**src/rtl/dma_hs_pkg.sv**
```systemverilog
/*
 * Shared constants for the codec DMA handshake block.
 * Assumes a single 40 MHz core clock and synchronous active-high reset.
 */
package dma_hs_pkg;
    // Data format codes
    localparam logic [1:0] FMT_8_MONO = 2'h0;
    localparam logic [1:0] FMT_8_STEREO = 2'h1;
    localparam logic [1:0] FMT_16_MONO = 2'h2;
    localparam logic [1:0] FMT_16_STEREO = 2'h3;
    // Widths and reset values
    localparam int COUNT_W = 16;
    localparam logic [15:0] COUNT_RST = 16'h0000;
    localparam logic [7:0] BASE_BYTE_RST = 8'h00;
    localparam logic [2:0] BYTE_CNT_RST = 3'h0;
    localparam int SYNC_STAGES = 2;
    localparam int BUF_DEPTH = 2;
endpackage

```
**src/rtl/dma_hs_if.sv**
```systemverilog
/*
 * Byte stream carrier between the handshake core and its skid buffer.
 * Assumes both ends run on the same core clock.
 */
`timescale 1ns/100ps
`default_nettype none
interface dma_hs_if;
    logic valid;
    logic ready;
    logic [8:0] data;
    modport src (output valid, output data, input ready);
    modport snk (input valid, input data, output ready);
endinterface
`default_nettype wire

```
**src/rtl/dma_handshake.sv**
```systemverilog
/*
 * DMA request/acknowledge handshake of the codec host port, with the
 * sample down-counter and the host interrupt.
 * Assumes host pins are asynchronous and are synchronised here; sample
 * supply and consumption arrive from core logic on i_core_clk.
 */
// Notes on behaviour
// DMA needs enable set, programmed-I/O clear
// Transfer only while acknowledge is low
// Address and chip select ignored in DMA
// Request holds until acknowledged cycle happens
// Request drops on last strobe of sample
// Enable clear stops channel, finishes current sample
// Host finishes final sample after enable clear
// Single-channel mode uses playback pins only
// Single-channel: capture request low, ack ignored
// Both enables in single mode means playback; the code runs capture instead while the playback buffer is full
// Host quiesces before switching direction
// Direction follows enables, no mode change
// Dual mode runs both pairs concurrently
// Sixteen-bit base count of samples
// Upper byte write loads current counter
// Base bytes read back, counter hidden
// Counter decrements once per sample
// Interrupt on counter underflow
// Flag mirrors state; pin gated by enable
// Byte order set by endian selection
// Left channel bytes before right
// Bytes per sample from data format
`timescale 1ns/100ps
`default_nettype none
module dma_handshake (
    // Clock and reset
    input wire logic i_core_clk,
    input wire logic i_reset,
    // Configuration bits
    input wire logic i_playback_enable,
    input wire logic i_capture_enable,
    input wire logic i_playback_programmed_io,
    input wire logic i_capture_programmed_io,
    input wire logic i_single_channel_select,
    input wire logic i_irq_gate,
    input wire logic [1:0] i_format,
    input wire logic i_big_endian,
    // Base count writes and interrupt clear
    input wire logic i_base_lo_wr,
    input wire logic i_base_hi_wr,
    input wire logic [7:0] i_base_wdata,
    input wire logic i_irq_clear,
    // Host pins
    input wire logic i_capture_ack_n,
    input wire logic i_playback_ack_n,
    input wire logic i_rd_n,
    input wire logic i_wr_n,
    input wire logic i_cs_n,
    input wire logic [1:0] i_port_address,
    input wire logic [7:0] i_data,
    output logic [7:0] o_data,
    output logic o_data_oe,
    output logic o_capture_request,
    output logic o_playback_request,
    output logic o_host_int,
    // Sample sides
    input wire logic i_cap_word_valid,
    input wire logic [31:0] i_cap_word,
    output logic o_cap_word_ready,
    output logic o_play_byte_valid,
    output logic [7:0] o_play_byte,
    output logic o_play_byte_last,
    input wire logic i_play_byte_ready,
    // Status
    output logic [7:0] o_base_lo,
    output logic [7:0] o_base_hi,
    output logic o_int_flag
);
    import dma_hs_pkg::*;

    typedef enum logic [2:0] {
        CH_IDLE = 3'b001,
        CH_PLAY = 3'b010,
        CH_CAP = 3'b100
    } dir_t;

    logic [SYNC_STAGES-1:0] ack_p_s;
    logic [SYNC_STAGES-1:0] ack_c_s;
    logic [SYNC_STAGES-1:0] rd_s;
    logic [SYNC_STAGES-1:0] wr_s;
    logic rd_q;
    logic wr_q;
    logic [7:0] data_r;
    dir_t pdir_r;
    dir_t pdir_nxt;
    logic creq_r;
    logic cactive_r;
    logic [2:0] pbytes_r;
    logic [2:0] cbytes_r;
    logic [2:0] sample_len;
    logic [31:0] cap_hold_r;
    logic cap_have_r;
    logic play_dma_ok;
    logic cap_dma_ok;
    logic ack_p;
    logic ack_c;
    logic rd_fall;
    logic wr_fall;
    logic wr_rise;
    logic p_strobe_fall;
    logic c_strobe_fall;
    logic sample_done;
    logic [15:0] cur_cnt_r;
    logic int_state_r;
    logic [7:0] base_lo_r;
    logic [7:0] base_hi_r;
    logic [1:0] cap_byte_idx;
    logic [7:0] cap_byte;
    logic [7:0] data_s1_r;
    logic [7:0] data_s2_r;
    logic [7:0] wdata_hold_r;
    logic last_pend_r;
    dma_hs_if buf_in ();
    dma_hs_if buf_out ();

    // Host pins are asynchronous, two flops before use
    always_ff @(posedge i_core_clk) begin
        if (i_reset) begin
            ack_p_s <= '1;
            ack_c_s <= '1;
            rd_s <= '1;
            wr_s <= '1;
            rd_q <= 1'b1;
            wr_q <= 1'b1;
        end else begin
            ack_p_s <= {ack_p_s[0], i_playback_ack_n};
            ack_c_s <= {ack_c_s[0], i_capture_ack_n};
            rd_s <= {rd_s[0], i_rd_n};
            wr_s <= {wr_s[0], i_wr_n};
            rd_q <= rd_s[1];
            wr_q <= wr_s[1];
        end
    end

    // Address and chip select carry no meaning in a DMA cycle
    logic unused_pins;
    assign unused_pins = i_cs_n ^ (^i_port_address);

    assign rd_fall = rd_q && !rd_s[1];
    assign wr_fall = wr_q && !wr_s[1];
    assign wr_rise = !wr_q && wr_s[1];
    assign ack_p = !ack_p_s[1];
    assign ack_c = !ack_c_s[1] && !i_single_channel_select;

    // Channel permissions
    assign play_dma_ok = i_playback_enable && !i_playback_programmed_io;
    assign cap_dma_ok = i_capture_enable && !i_capture_programmed_io;

    // Bytes per sample from the format
    always_comb begin
        unique case (i_format)
            FMT_8_MONO: sample_len = 3'h1;
            FMT_8_STEREO: sample_len = 3'h2;
            FMT_16_MONO: sample_len = 3'h2;
            FMT_16_STEREO: sample_len = 3'h4;
        endcase
    end

    // Shared playback pair direction; playback wins when both enabled and the playback buffer has room
    always_comb begin
        pdir_nxt = pdir_r;
        if (pdir_r == CH_IDLE) begin
            if (play_dma_ok && buf_in.ready) begin
                pdir_nxt = CH_PLAY;
            end else if (i_single_channel_select && cap_dma_ok
                         && cap_have_r) begin
                pdir_nxt = CH_CAP;
            end
        end else if (p_strobe_fall && pbytes_r + 3'h1 == sample_len) begin
            pdir_nxt = CH_IDLE;
        end
    end

    // Playback pair state; request stays until a whole sample moves
    always_ff @(posedge i_core_clk) begin
        if (i_reset) begin
            pdir_r <= CH_IDLE;
            pbytes_r <= BYTE_CNT_RST;
        end else begin
            pdir_r <= pdir_nxt;
            if (pdir_nxt == CH_IDLE) begin
                pbytes_r <= BYTE_CNT_RST;
            end else if (p_strobe_fall) begin
                pbytes_r <= 3'(pbytes_r + 3'h1);
            end
        end
    end

    assign p_strobe_fall = ack_p && ((pdir_r == CH_PLAY && wr_fall) ||
                           (pdir_r == CH_CAP && rd_fall));
    assign o_playback_request = (pdir_r != CH_IDLE);

    // Dual-mode capture pair; an in-flight sample is always finished
    always_ff @(posedge i_core_clk) begin
        if (i_reset) begin
            creq_r <= 1'b0;
            cactive_r <= 1'b0;
            cbytes_r <= BYTE_CNT_RST;
        end else begin
            if (!creq_r) begin
                creq_r <= !i_single_channel_select && cap_dma_ok
                          && cap_have_r;
                cbytes_r <= BYTE_CNT_RST;
            end else if (c_strobe_fall) begin
                cactive_r <= 1'b1;
                cbytes_r <= 3'(cbytes_r + 3'h1);
                if (cbytes_r + 3'h1 == sample_len) begin
                    creq_r <= 1'b0;
                    cactive_r <= 1'b0;
                end
            end
        end
    end

    assign c_strobe_fall = creq_r && ack_c && rd_fall;
    assign o_capture_request = creq_r && !i_single_channel_select;

    // Capture word latched for a whole sample, released at its end
    assign sample_done = (c_strobe_fall && cbytes_r + 3'h1 == sample_len)
        || (p_strobe_fall && pbytes_r + 3'h1 == sample_len);
    assign o_cap_word_ready = !cap_have_r;
    always_ff @(posedge i_core_clk) begin
        if (i_reset) begin
            cap_have_r <= 1'b0;
            cap_hold_r <= '0;
        end else if (!cap_have_r && i_cap_word_valid) begin
            cap_have_r <= 1'b1;
            cap_hold_r <= i_cap_word;
        end else if (cap_have_r && ((c_strobe_fall &&
                     cbytes_r + 3'h1 == sample_len) || (pdir_r == CH_CAP
                     && p_strobe_fall && pbytes_r + 3'h1 == sample_len)))
        begin
            cap_have_r <= 1'b0;
        end
    end

    // Left before right; endian swaps bytes within a 16-bit word
    assign cap_byte_idx = (pdir_r == CH_CAP) ? pbytes_r[1:0] :
                          cbytes_r[1:0];
    always_comb begin
        if (i_format[1]) begin
            cap_byte = cap_hold_r[{cap_byte_idx[1],
                                   cap_byte_idx[0] ^ i_big_endian, 3'h0}
                                  +: 8];
        end else begin
            cap_byte = cap_hold_r[{cap_byte_idx, 3'h0} +: 8];
        end
    end

    // Read data registered; drive bus while the capture read is low
    always_ff @(posedge i_core_clk) begin
        if (i_reset) begin
            data_r <= 8'h00;
            o_data_oe <= 1'b0;
        end else begin
            // Frozen while the synchronised read is low, so it stands
            if (rd_s[1]) begin
                data_r <= cap_byte;
            end
            o_data_oe <= !rd_s[1] && ((ack_p && pdir_r == CH_CAP) ||
                         (ack_c && creq_r));
        end
    end
    assign o_data = data_r;

    // Data pins synchronised in step with the write strobe
    always_ff @(posedge i_core_clk) begin
        if (i_reset) begin
            data_s1_r <= 8'h00;
            data_s2_r <= 8'h00;
            wdata_hold_r <= 8'h00;
        end else begin
            data_s1_r <= i_data;
            data_s2_r <= data_s1_r;
            if (!wr_s[1]) begin
                wdata_hold_r <= data_s2_r; // last value seen while low
            end
        end
    end

    // Last byte of a sample is marked; its rise may come after the drop
    always_ff @(posedge i_core_clk) begin
        if (i_reset) begin
            last_pend_r <= 1'b0;
        end else if (p_strobe_fall && pdir_r == CH_PLAY
                     && pbytes_r + 3'h1 == sample_len) begin
            last_pend_r <= 1'b1;
        end else if (wr_rise && ack_p) begin
            last_pend_r <= 1'b0;
        end
    end

    // Playback bytes latched on write rise; buffer absorbs receiver stalls
    always_ff @(posedge i_core_clk) begin
        if (i_reset) begin
            buf_in.valid <= 1'b0;
            buf_in.data <= 9'h000;
        end else begin
            if (buf_in.ready) begin
                buf_in.valid <= 1'b0;
            end
            if (wr_rise && ack_p && (pdir_r == CH_PLAY || last_pend_r)) begin
                buf_in.valid <= 1'b1;
                buf_in.data <= {last_pend_r, wdata_hold_r};
            end
        end
    end

    dma_skid_buf u_buf (
        .i_core_clk(i_core_clk),
        .i_reset(i_reset),
        .s_in(buf_in),
        .s_out(buf_out)
    );

    assign o_play_byte_valid = buf_out.valid;
    assign o_play_byte = buf_out.data[7:0];
    assign o_play_byte_last = buf_out.data[8];
    assign buf_out.ready = i_play_byte_ready;

    // Base count bytes; upper write loads the current counter
    always_ff @(posedge i_core_clk) begin
        if (i_reset) begin
            base_lo_r <= BASE_BYTE_RST;
            base_hi_r <= BASE_BYTE_RST;
        end else begin
            if (i_base_lo_wr) begin
                base_lo_r <= i_base_wdata;
            end
            if (i_base_hi_wr) begin
                base_hi_r <= i_base_wdata;
            end
        end
    end
    assign o_base_lo = base_lo_r;
    assign o_base_hi = base_hi_r;

    // Sample counter and underflow interrupt; the event beats the clear
    always_ff @(posedge i_core_clk) begin
        if (i_reset) begin
            cur_cnt_r <= COUNT_RST;
            int_state_r <= 1'b0;
        end else begin
            if (i_base_hi_wr) begin
                cur_cnt_r <= {i_base_wdata, base_lo_r};
            end else if (sample_done) begin
                cur_cnt_r <= 16'(cur_cnt_r - 16'h0001);
            end
            if (sample_done && cur_cnt_r == 16'h0000) begin
                int_state_r <= 1'b1;
            end else if (i_irq_clear) begin
                int_state_r <= 1'b0;
            end
        end
    end

    assign o_int_flag = int_state_r;
    assign o_host_int = int_state_r && i_irq_gate;
endmodule
`default_nettype wire

```
**src/rtl/dma_skid_buf.sv**
```systemverilog
/*
 * Two-entry buffer with valid/ready on both sides.
 * Assumes the upstream holds data stable while valid and not ready.
 */
`timescale 1ns/100ps
`default_nettype none
module dma_skid_buf (
    // Clock and reset
    input wire logic i_core_clk,
    input wire logic i_reset,
    // Streams
    dma_hs_if.snk s_in,
    dma_hs_if.src s_out
);
    import dma_hs_pkg::*;

    logic [8:0] mem_r [BUF_DEPTH];
    logic wr_ptr_r;
    logic rd_ptr_r;
    logic [1:0] cnt_r;
    logic do_wr;
    logic do_rd;

    // Full and empty come straight from the occupancy count
    assign s_in.ready = (cnt_r != 2'h2);
    assign s_out.valid = (cnt_r != 2'h0);
    assign s_out.data = mem_r[rd_ptr_r];
    assign do_wr = s_in.valid && s_in.ready;
    assign do_rd = s_out.valid && s_out.ready;

    // Storage
    always_ff @(posedge i_core_clk) begin
        if (do_wr) begin
            mem_r[wr_ptr_r] <= s_in.data;
        end
    end

    // Pointers and occupancy
    always_ff @(posedge i_core_clk) begin
        if (i_reset) begin
            wr_ptr_r <= 1'b0;
            rd_ptr_r <= 1'b0;
            cnt_r <= 2'h0;
        end else begin
            if (do_wr) begin
                wr_ptr_r <= ~wr_ptr_r;
            end
            if (do_rd) begin
                rd_ptr_r <= ~rd_ptr_r;
            end
            cnt_r <= 2'(cnt_r + {1'b0, do_wr} - {1'b0, do_rd});
        end
    end
endmodule
`default_nettype wire

```
**config.mk**
```make
export PLATFORM = sky130hd
export DESIGN_NAME = dma_handshake
export DESIGN_NICKNAME = d
export VERILOG_FILES = /design/src/rtl/dma_hs_pkg.sv /design/src/rtl/dma_hs_if.sv /design/src/rtl/dma_handshake.sv /design/src/rtl/dma_skid_buf.sv
export SDC_FILE = /design/constraint.sdc
export NUM_CORES = 1
export LEC_CHECK = 0
export ABC_CLOCK_PERIOD_IN_PS = 2000
export BUFFER_PORTS_ARGS = -buffer_cell sky130_fd_sc_hd__buf_2
export CORE_MARGIN = 2
export CORE_UTILIZATION = 50
export CTS_CLUSTER_SIZE = 12
export DETAILED_ROUTE_END_ITERATION = 6
export GPL_TIMING_DRIVEN = 0
export PLACE_DENSITY = 0.83
export RECOVER_POWER = 100
export SYNTH_ARGS = -nofsm -noshare
export SYNTH_HDL_FRONTEND = slang
export SYNTH_SLANG_ARGS = --single-unit
```
**constraint.sdc**
```tcl
create_clock -name i_core_clk -period 2 [get_ports i_core_clk]
set_input_delay 0.3 -clock i_core_clk [delete_from_list [all_inputs] [get_ports i_core_clk]]
set_output_delay 0.3 -clock i_core_clk [all_outputs]
set_load 0.02 [all_outputs]
```
==> results.cfg, run 1 <==
[yosys]
synth_edf_count = 18
ys_types = 62
yosys-top-cells-area = dfxtp_1 (43%), edfxtp_1 (8.5%), nand2_1 (5.8%)
yosys.area.top_type_share = 0.427
synth-simple-area-share = 0.225
synth_compound_area_frac = 0.127
avgSynthCellArea_um2 = 9.46
yosysTopAreaCell = dfxtp_1
synth-seq-cells = 153
ys_seq_area_frac = 0.512
synth_mux_area_frac = 0.0650
synth_xor_xnor_area_share = 0.0255
synthArstFlopShare = 0
ys.flop_type = dfxtp_1
synth-adder-area-share = 0.0158
ys_warn_count = 0
synthesis.nets = 748
synth_top_family_by_area = simple AND/OR/NAND/NOR gates
syn_inst = 669
syn_area_um2 = 6330

[clock_network]
path_clk_slew_ns = 0.06
cts_max_path_buffers = 2
numCtsBuffers = 17
cts_hold_buf = 0
cts.htree.levels = 4
cts_tree = built
insertion_delay_ns = 0.43
cts.sinks = 153
cts_root_buf = clkbuf_16

[outcome]
status = complete, but fails checks
failed_checks = negative setup slack

[global_routing]
grt_max_degree = 17
met2_usage = 0.375
grt_use_met1 = 0.293
grt_use_met3 = 0.0649
grt_usage = 0.233
globalRoute.totalOverflow = 0
grt_pass1_vias = 4899
grt_antenna_before_repair = 0
grt.busiest_layer = met2
grt_pass1_wl_mm = 24.1

[place]
gp_congestion = 0.915
port_buffers = 105
placed_area_um2 = 7070
hpwl_mm = 10.8

[timing]
grt_setup_unrepaired = yes
hold_violations = 0
setup_viol = 2
fin_worst_skew_ns = 0.00477
fin_crit_ns = 2.02
fmax_ghz = 0.495
worst_pin_slew_ns = 0.735
slew_viol_final = 0
relSlewSlack = 0.508
whs_ns = 0.0544
fin_crit_sh = 1.01
fin_ws_ns = -0.0222

[routing]
first_iter_violations = 481
drc_errors = 0
wl_mm = 15.6
ant_nets = 0
firstDrtPassIters = 5
route.vias.total = 5454
avgViaCountPerCell = 5.56
wire_per_inst_um = 15.9

[setup_path]
path_class = reg -> reg
cp_slowest_stage_delay_ns = 0.42
cp.required_ns = 2.34
worstSetupEndpointType = flop
critPathSlowestCell = o22ai_2
worstPathArrival_ns = 2.36
critical_path.top_delay_family = compound AO/OA/AOI/OAI gates
start_kind = flop
crit_top_cell = nand3_1
crit_fanout = 8
crit_buf_inv = 1
path_cells = ha_4 > xnor2_2 > buf_4 > nand3_1 > o22ai_2 > nand3_1 > o221ai_1

[floorplan]
initial_core_util = 0.508
coreArea_um2 = 12500
rows = 41
die_width_um = 117
die_h_um = 117
io_pins = 111
dieArea_um2 = 13600

[final_layout]
drive_gt1_frac = 0.199
diodes = 0
stdcell_area_um2 = 7780
final_nets = 875
syn2layout_area_growth_pct = 22.9

[power]
power_density_nw_per_um2 = 927
peakVddDrop_mv = 0.662
p_leak_nw = 3.23

[flow_run]
cap_viol_max_count = 0

[min_path]
min-delay-path-class = in -> reg
-- through the flow --
stage          setup TNS, ns   util  instances  setup slack [ns]  power [mW]
2_1_floorplan              0      -        669            0.0669        3.86
3_3_place_gp           -1.65  0.567        946            -0.243        4.10
3_5_place_dp           -2.03  0.567        946            -0.270        4.12
4_1_cts                    0  0.621        979           0.00966        7.22
5_1_grt               -0.162  0.624        981           -0.0520        7.48
6_report             -0.0288  0.624        981           -0.0222        7.21
-- per-layer routing --
layer / part of all wire / wire, µm / vias up
met5: 0 / 0 / -
met4: 0.020 / 310 / 0
met3: 0.083 / 1290 / 28
met2: 0.48 / 7450 / 253
met1: 0.42 / 6520 / 2550
li1: - / - / 2623
-- sequential cells by signal (all words and copies together) (netlist names), 8 cells and up, named ones only --
name and cells:
data_s2_r 8, o_data 8, data_s1_r 8, u_buf.mem_r 18
wdata_hold_r 8, cap_hold_r 32, cur_cnt_r 16, o_base_hi 8
buf_in.data 9, o_base_lo 8
-- report_power, final --
group          switching, mW  internal, mW
Combinational          0.445         0.299
Clock                   1.19          1.94
Sequential             0.108          3.23
-- area by class of cell --
type                    instances  area (µm²)
flip-flops and latches        153        3260
well taps                     172         215
clock buffers                  22         444
plain buffers                  34         140
fillers                      1025        4680
repair buffers                109         519
multi-input cells             469        3030
inverters                      12        45.0
clock inverters                10         126
-- final timing paths --
kind	startpoint	end	slack, ns	cells past startpoint
setup / recovery	pbytes_r[0]	cur_cnt_r[12]	-0.02	7
hold / removal	i_playback_ack_n	ack_p_s[0]	0.05	2
setup reg to reg	pbytes_r[0]	cur_cnt_r[12]	-0.02	7
hold reg to reg	ack_c_s[0]	ack_c_s[1]	0.41	1
-- placed cells by master (no fill, tap or decap), types with 7 or more instances in the layout --
cell       synthesis  routed
nand3_1           23      21
clkbuf_16          0      17
mux2_2             9       9
buf_2              4      79
a21oi_1           46      46
edfxtp_1          18      18
or2_2             11      11
nor2_1            58      58
mux2i_1           31      31
clkbuf_1          21      57
nand2b_1          10      10
nor2b_1           21      21
xor2_1             9       8
dfxtp_1          135     129
o21ai_0            7       7
inv_1             10      10
a211oi_1          16      14
o211ai_1           9       9
nand2_1           98      97
o32ai_1            8       8
and3_1            21      21
-- what timing repair did --
item	4_1_cts	5_1_grt
gates resized for setup	18	16
setup buffers	2	2
pin swaps	5	7
setup endpoints to repair	23	28
gates cloned	0	0
-- synth_stat cells, types with 6 or more instances --
library cell / instances
or2_2: 11
a211oi_1: 16
o32ai_1: 8
nand2_1: 98
edfxtp_1: 18
inv_1: 10
nor2_1: 58
nor3_1: 7
nor3b_1: 6
clkbuf_1: 21
ha_1: 8
buf_1: 10
nand4_1: 6
nor2b_1: 21
nand3_1: 23
mux2_2: 9
nand2b_1: 10
o21ai_0: 7
xor2_1: 9
and3_1: 21
o211ai_1: 9
dfxtp_1: 135
mux2i_1: 31
a21oi_1: 46
-- kinds of logic after synthesis --
kind of cell / count (synthesis)
AND/OR/NAND/NOR: 286
flip-flops: 153
AO/OA/AOI/OAI: 119
buffers and inverters: 47
multiplexers: 40
XOR/XNOR: 16
adder cells (fa/ha/maj): 8
Power figures use the tool's default switching activity.
==> run 2: changes to the inputs <==
- SETUP_SLACK_MARGIN: unset -> 0.1
- SYNTH_HIERARCHICAL: unset -> 1
==> results.cfg, run 2 <==
[setup_path]
path_depth = 7
reg2reg_depth = 7
worstPathArrival_ns = 2.61
ff2ff_setup_slack_ns = -0.33
critPathSlowestCell = or4_4
critPathLaunch = creq_r
critical_path.top_delay_family = simple AND/OR/NAND/NOR gates
start_kind = flop
crit_buf_inv = 2
worstSetupEndpointType = flop
cp_slowest_stage_delay_ns = 0.55
cp-endpoint = cur_cnt_r[12]
cp.required_ns = 2.28
crit_fanout = 7
r2r-end = cur_cnt_r[12]
regToRegStartpoint = creq_r
path_cells = or3b_4 > or4_4 > o22a_4 > buf_6 > buf_12 > o31ai_1 > a311oi_1
path_class = reg -> reg

[timing]
relSlewSlack = 0.520
fmax_ghz = 0.429
setup_viol = 19
hold_violations = 0
fin_ws_ns = -0.330
fin_crit_sh = 1.17
grt_setup_unrepaired = yes
worst_pin_slew_ns = 0.720
slew_viol_final = 0
fin_crit_ns = 2.33
fin_worst_skew_ns = 0.00644

[yosys]
syn_area_um2 = 6260
synth-seq-cells = 153
syn_inst = 658
ys_types = 58
synth_edf_count = 18
yosys.area.top_type_share = 0.431
yosys-top-cells-area = dfxtp_1 (43%), edfxtp_1 (8.6%), nand2_1 (5.9%)
yosys-top-cells-count = dfxtp_1 (135), nand2_1 (99), nor2_1 (69)
ys_warn_count = 6
ys_seq_area_frac = 0.518
avgSynthCellArea_um2 = 9.52
synth.most_common_cell = dfxtp_1
ys.flop_type = dfxtp_1
yosysTopAreaCell = dfxtp_1
synthArstFlopShare = 0
synthesis.nets = 736

[routing]
avgViaCountPerCell = 5.44
first_iter_violations = 316
route.vias.total = 5351
ant_nets = 0
wl_mm = 15.6
wire_per_inst_um = 15.8
drc_errors = 0
firstDrtPassIters = 5

[global_routing]
grt_pass1_wl_mm = 24.4
grt_max_degree = 17
grt_pass1_vias = 5204
grt_antenna_before_repair = 1
grt_usage = 0.233
globalRoute.totalOverflow = 0

[final_layout]
syn2layout_area_growth_pct = 28.7
max_flop_register = cap_hold_r
final_cells = 983
largest_reg_flops = 32
final_nets = 879
final_cell_mix = dfxtp_1 (128), nand2_1 (99), buf_2 (83)
layout_commonest_cell = dfxtp_1
reg_top3 = cap_hold_r x32, u_buf/mem_r x18, cur_cnt_r x16
drive_gt1_frac = 0.271

[place]
post-place-ws_ns = -0.554
port_buffers = 106
gp_congestion = 0.891
dp.cells = 932
hpwl_mm = 10.3

[min_path]
hold_start = i_wr_n
min-delay-path-class = in -> reg

[floorplan]
dieArea_um2 = 13400
initial_core_util = 0.517
rows = 40
coreArea_um2 = 12100
io_pins = 111
die_h_um = 116
die_width_um = 116

[flow_run]
cap_viol_max_count = 0

[power]
power_mw = 7.06
peakVddDrop_mv = 0.548
p_leak_nw = 3.26
power_density_nw_per_um2 = 876

[clock_network]
cts_tree = built
cts_max_path_buffers = 2
cts.htree.levels = 4
path_clk_slew_ns = 0.06
cts_root_buf = clkbuf_16
cts.sinks = 153
insertion_delay_ns = 0.42
numCtsBuffers = 17

[outcome]
status = complete, but fails checks
failed_checks = negative setup slack
==> run 2: changes by cell type after synthesis, sizes merged, moves of 9 or more <==
cell / before / now
clkbuf: 21 / 30
and3: 22 / 2
a311oi: 1 / 10
a211oi: 16 / 0
a41oi: 0 / 10
nor2: 58 / 69
==> run 2: worst min path at each step <==
stage / end / slack, ns / cells past startpoint
after floorplan: u_buf/wr_ptr_r / 0.37 / 1
after global placement: ack_c_s[1] / 0.39 / 1
after detailed placement: ack_p_s[1] / 0.40 / 1
after CTS: ack_c_s[0] / 0.07 / 2
after global routing: wr_s[0] / 0.08 / 2
final: wr_s[0] / 0.08 / 2
==> run 2: logic make-up after synthesis <==
logic type	count (synthesis)	share of synthesized area
AND/OR/NAND/NOR	277	0.214
flip-flops	153	0.518
AO/OA/AOI/OAI	108	0.117
multiplexers	51	0.0849
buffers and inverters	50	0.0308
XOR/XNOR	12	0.0214
adder cells (fa/ha/maj)	7	0.0140
==> run 2: what timing repair did <==
action,in CTS,in global routing
buffers inserted,14,5
cloned,0,0
setup endpoints to repair,40,34
hold buffers,0,0
gates resized for setup,51,20
pin swaps,20,8
==> run 2: final cells by class <==
type / instances / area [µm²]
Fill cell: 958 / 4050
Sequential cell: 153 / 3260
Multi-Input combinational cell: 455 / 3110
Timing Repair Buffer: 125 / 673
Clock buffer: 18 / 429
Tap cell: 168 / 210
Buffer: 35 / 170
Clock inverter: 14 / 140
Inverter: 14 / 65.1
Antenna cell: 1 / 2.50
==> run 2: routing by layer <==
layer | global-route usage | up-vias | wire length (µm)
met4 | 0.0706 | 0 | 285
met3 | 0.0523 | 34 | 988
met1 | 0.278 | 2509 | 6440
met2 | 0.418 | 214 | 7860
li1 | - | 2594 | -
met5 | 0 | - | 0
==> run 2: power breakdown <==
| group | internal, mW | total [mW] | switching (mW) |
|---|---|---|---|
| sequential | 3.21 | 3.30 | 0.0868 |
| combinational | 0.272 | 0.662 | 0.390 |
| clock | 1.75 | 3.10 | 1.35 |
==> run 2: per-stage QoR <==
step	TNS [ns]	utilization	hold WS (ns)	instance area, µm²
after floorplan	-2.29	-	0.369	6330
after global placement	-11.67	0.584	0.394	7070
after detailed placement	-12.62	0.584	0.396	7070
after CTS	-3.15	0.660	0.0696	7990
after global routing	-5.05	0.666	0.0779	8060
final	-3.90	0.666	0.0834	8060
==> run 3: changes to the inputs <==
- GPL_ROUTABILITY_DRIVEN: unset -> 0
- HOLD_SLACK_MARGIN: unset -> 0.15
- SKIP_CTS_REPAIR_TIMING: unset -> 1
==> results.cfg, run 3 (synthesized netlist as in run 2, its figures left out) <==
[floorplan]
io_pins = 111
coreArea_um2 = 12100
die_width_um = 116
rows = 40
die_h_um = 116
dieArea_um2 = 13400
initial_core_util = 0.517

[clock_network]
insertion_delay_ns = 0.42
cts_tree = built
path_clk_slew_ns = 0.06
cts_max_path_buffers = 2
numCtsBuffers = 17
cts.htree.levels = 4
cts.sinks = 153
cts_root_buf = clkbuf_16

[global_routing]
grt_usage = 0.217
grt_pass1_vias = 4919
globalRoute.totalOverflow = 0
grt_antenna_before_repair = 1
grt_max_degree = 17
grt_pass1_wl_mm = 22.7

[final_layout]
final_cells = 1012
final_nets = 908
nFillCells = 899
syn2layout_area_growth_pct = 34.5
final_cell_mix = dfxtp_1 (129), nand2_1 (99), buf_2 (78)
layout_commonest_cell = dfxtp_1
reg_top3 = cap_hold_r x32, u_buf/mem_r x18, cur_cnt_r x16
finish.utilization = 0.695
largest_reg_flops = 32
drive_gt1_frac = 0.249
max_flop_register = cap_hold_r

[routing]
firstDrtPassIters = 6
route.vias.total = 5522
wl_mm = 16.3
wire_per_inst_um = 16.1
avgViaCountPerCell = 5.46
ant_nets = 0
first_iter_violations = 365
drc_errors = 0

[timing]
hold_violations = 0
slew_viol_final = 0
worst_pin_slew_ns = 0.740
fin_crit_ns = 2.40
fin_ws_ns = -0.399
fin_worst_skew_ns = 0.00967
whs_ns = 0.121
setup_viol = 19
grt_setup_unrepaired = yes
fin_crit_sh = 1.20
relSlewSlack = 0.507
fmax_ghz = 0.417

[power]
power_density_nw_per_um2 = 845
switchingPower_mw = 1.84
power_frac_seq = 0.464
clockPowerShare = 0.435
p_leak_nw = 3.39
p_int_mw = 5.27
comb_power_share = 0.101
peakVddDrop_mv = 0.553
power_mw = 7.11
swShare = 0.259

[setup_path]
critPathSlowestCell = or4_4
cp.required_ns = 2.33
cp_slowest_stage_delay_ns = 0.56
start_kind = flop
path_class = reg -> reg
crit_top_cell = or4_4
worstSetupEndpointType = flop
crit_fanout = 5
path_cells = or3b_4 > or4_4 > o22a_4 > or4_4 > a311oi_2
worstPathArrival_ns = 2.73

[min_path]
min-delay-path-class = in -> reg

[outcome]
status = complete, but fails checks
failed_checks = negative setup slack

[place]
hpwl_mm = 10.3
port_buffers = 106
post-place-ws_ns = -0.554
dp.cells = 932

[flow_run]
cap_viol_max_count = 0
run 3: cell types whose count changed in the layout (fill, tap and decap cells not counted), sizes merged:
cell / previous run / this run
dlygate4sd3: 0 / 33
buf: 108 / 98
clkbuf: 70 / 76
run 3: layer usage:
| layer | wire, µm | GRT usage | part of all wire | vias up |
|---|---|---|---|---|
| met4 | 381 | 0.0706 | 0.023 | 0 |
| met2 | 8220 | 0.379 | 0.50 | 221 |
| met1 | 6660 | 0.262 | 0.41 | 2603 |
| li1 | - | - | - | 2660 |
| met3 | 1040 | 0.0539 | 0.064 | 38 |
| met5 | 0 | 0 | 0 | - |
run 3: per-stage QoR:
stage / TNS, ns / instance area [µm²]
after floorplan: -2.29 / 6330
after global placement: -11.67 / 7070
after detailed placement: -12.62 / 7070
after CTS: -11.79 / 7640
after global routing: -5.64 / 8420
final: -4.44 / 8420
run 3: final timing paths:
kind / from / end / slack, ns / cells after the start
setup / recovery: creq_r / cur_cnt_r[10] / -0.40 / 5
hold / removal: i_cap_word[16] / cap_hold_r[16] / 0.12 / 3
setup reg to reg: creq_r / cur_cnt_r[10] / -0.40 / 5
hold reg to reg: ack_c_s[0] / ack_c_s[1] / 0.42 / 1
run 3: worst max-delay path, delay by kind of cell (launching register included):
kind             cells  cell delay, ns
flip-flops           1            0.37
AO/OA/AOI/OAI        2            0.50
AND/OR/NAND/NOR      3            1.44
run 3: layout make-up:
type / count / area [µm²] / share of cell area
Inverter: 14 / 65.1 / 0.00773
Sequential cell: 153 / 3260 / 0.387
Timing Repair Buffer: 154 / 985 / 0.117
Tap cell: 168 / 210 / 0.0250
Multi-Input combinational cell: 455 / 3160 / 0.376
Antenna cell: 1 / 2.50 / 0.000297
Clock buffer: 18 / 429 / 0.0510
Clock inverter: 14 / 140 / 0.0166
Buffer: 35 / 166 / 0.0198
run 3: power by group through the flow:
stage	Combinational [mW]	Clock [mW]	Sequential (mW)
after detailed placement	0.589	0	3.36
after CTS	0.594	3.12	3.29
after global placement	0.579	0	3.35
after floorplan	0.352	0	3.37
after global routing	0.787	3.25	3.31
final	0.721	3.09	3.30
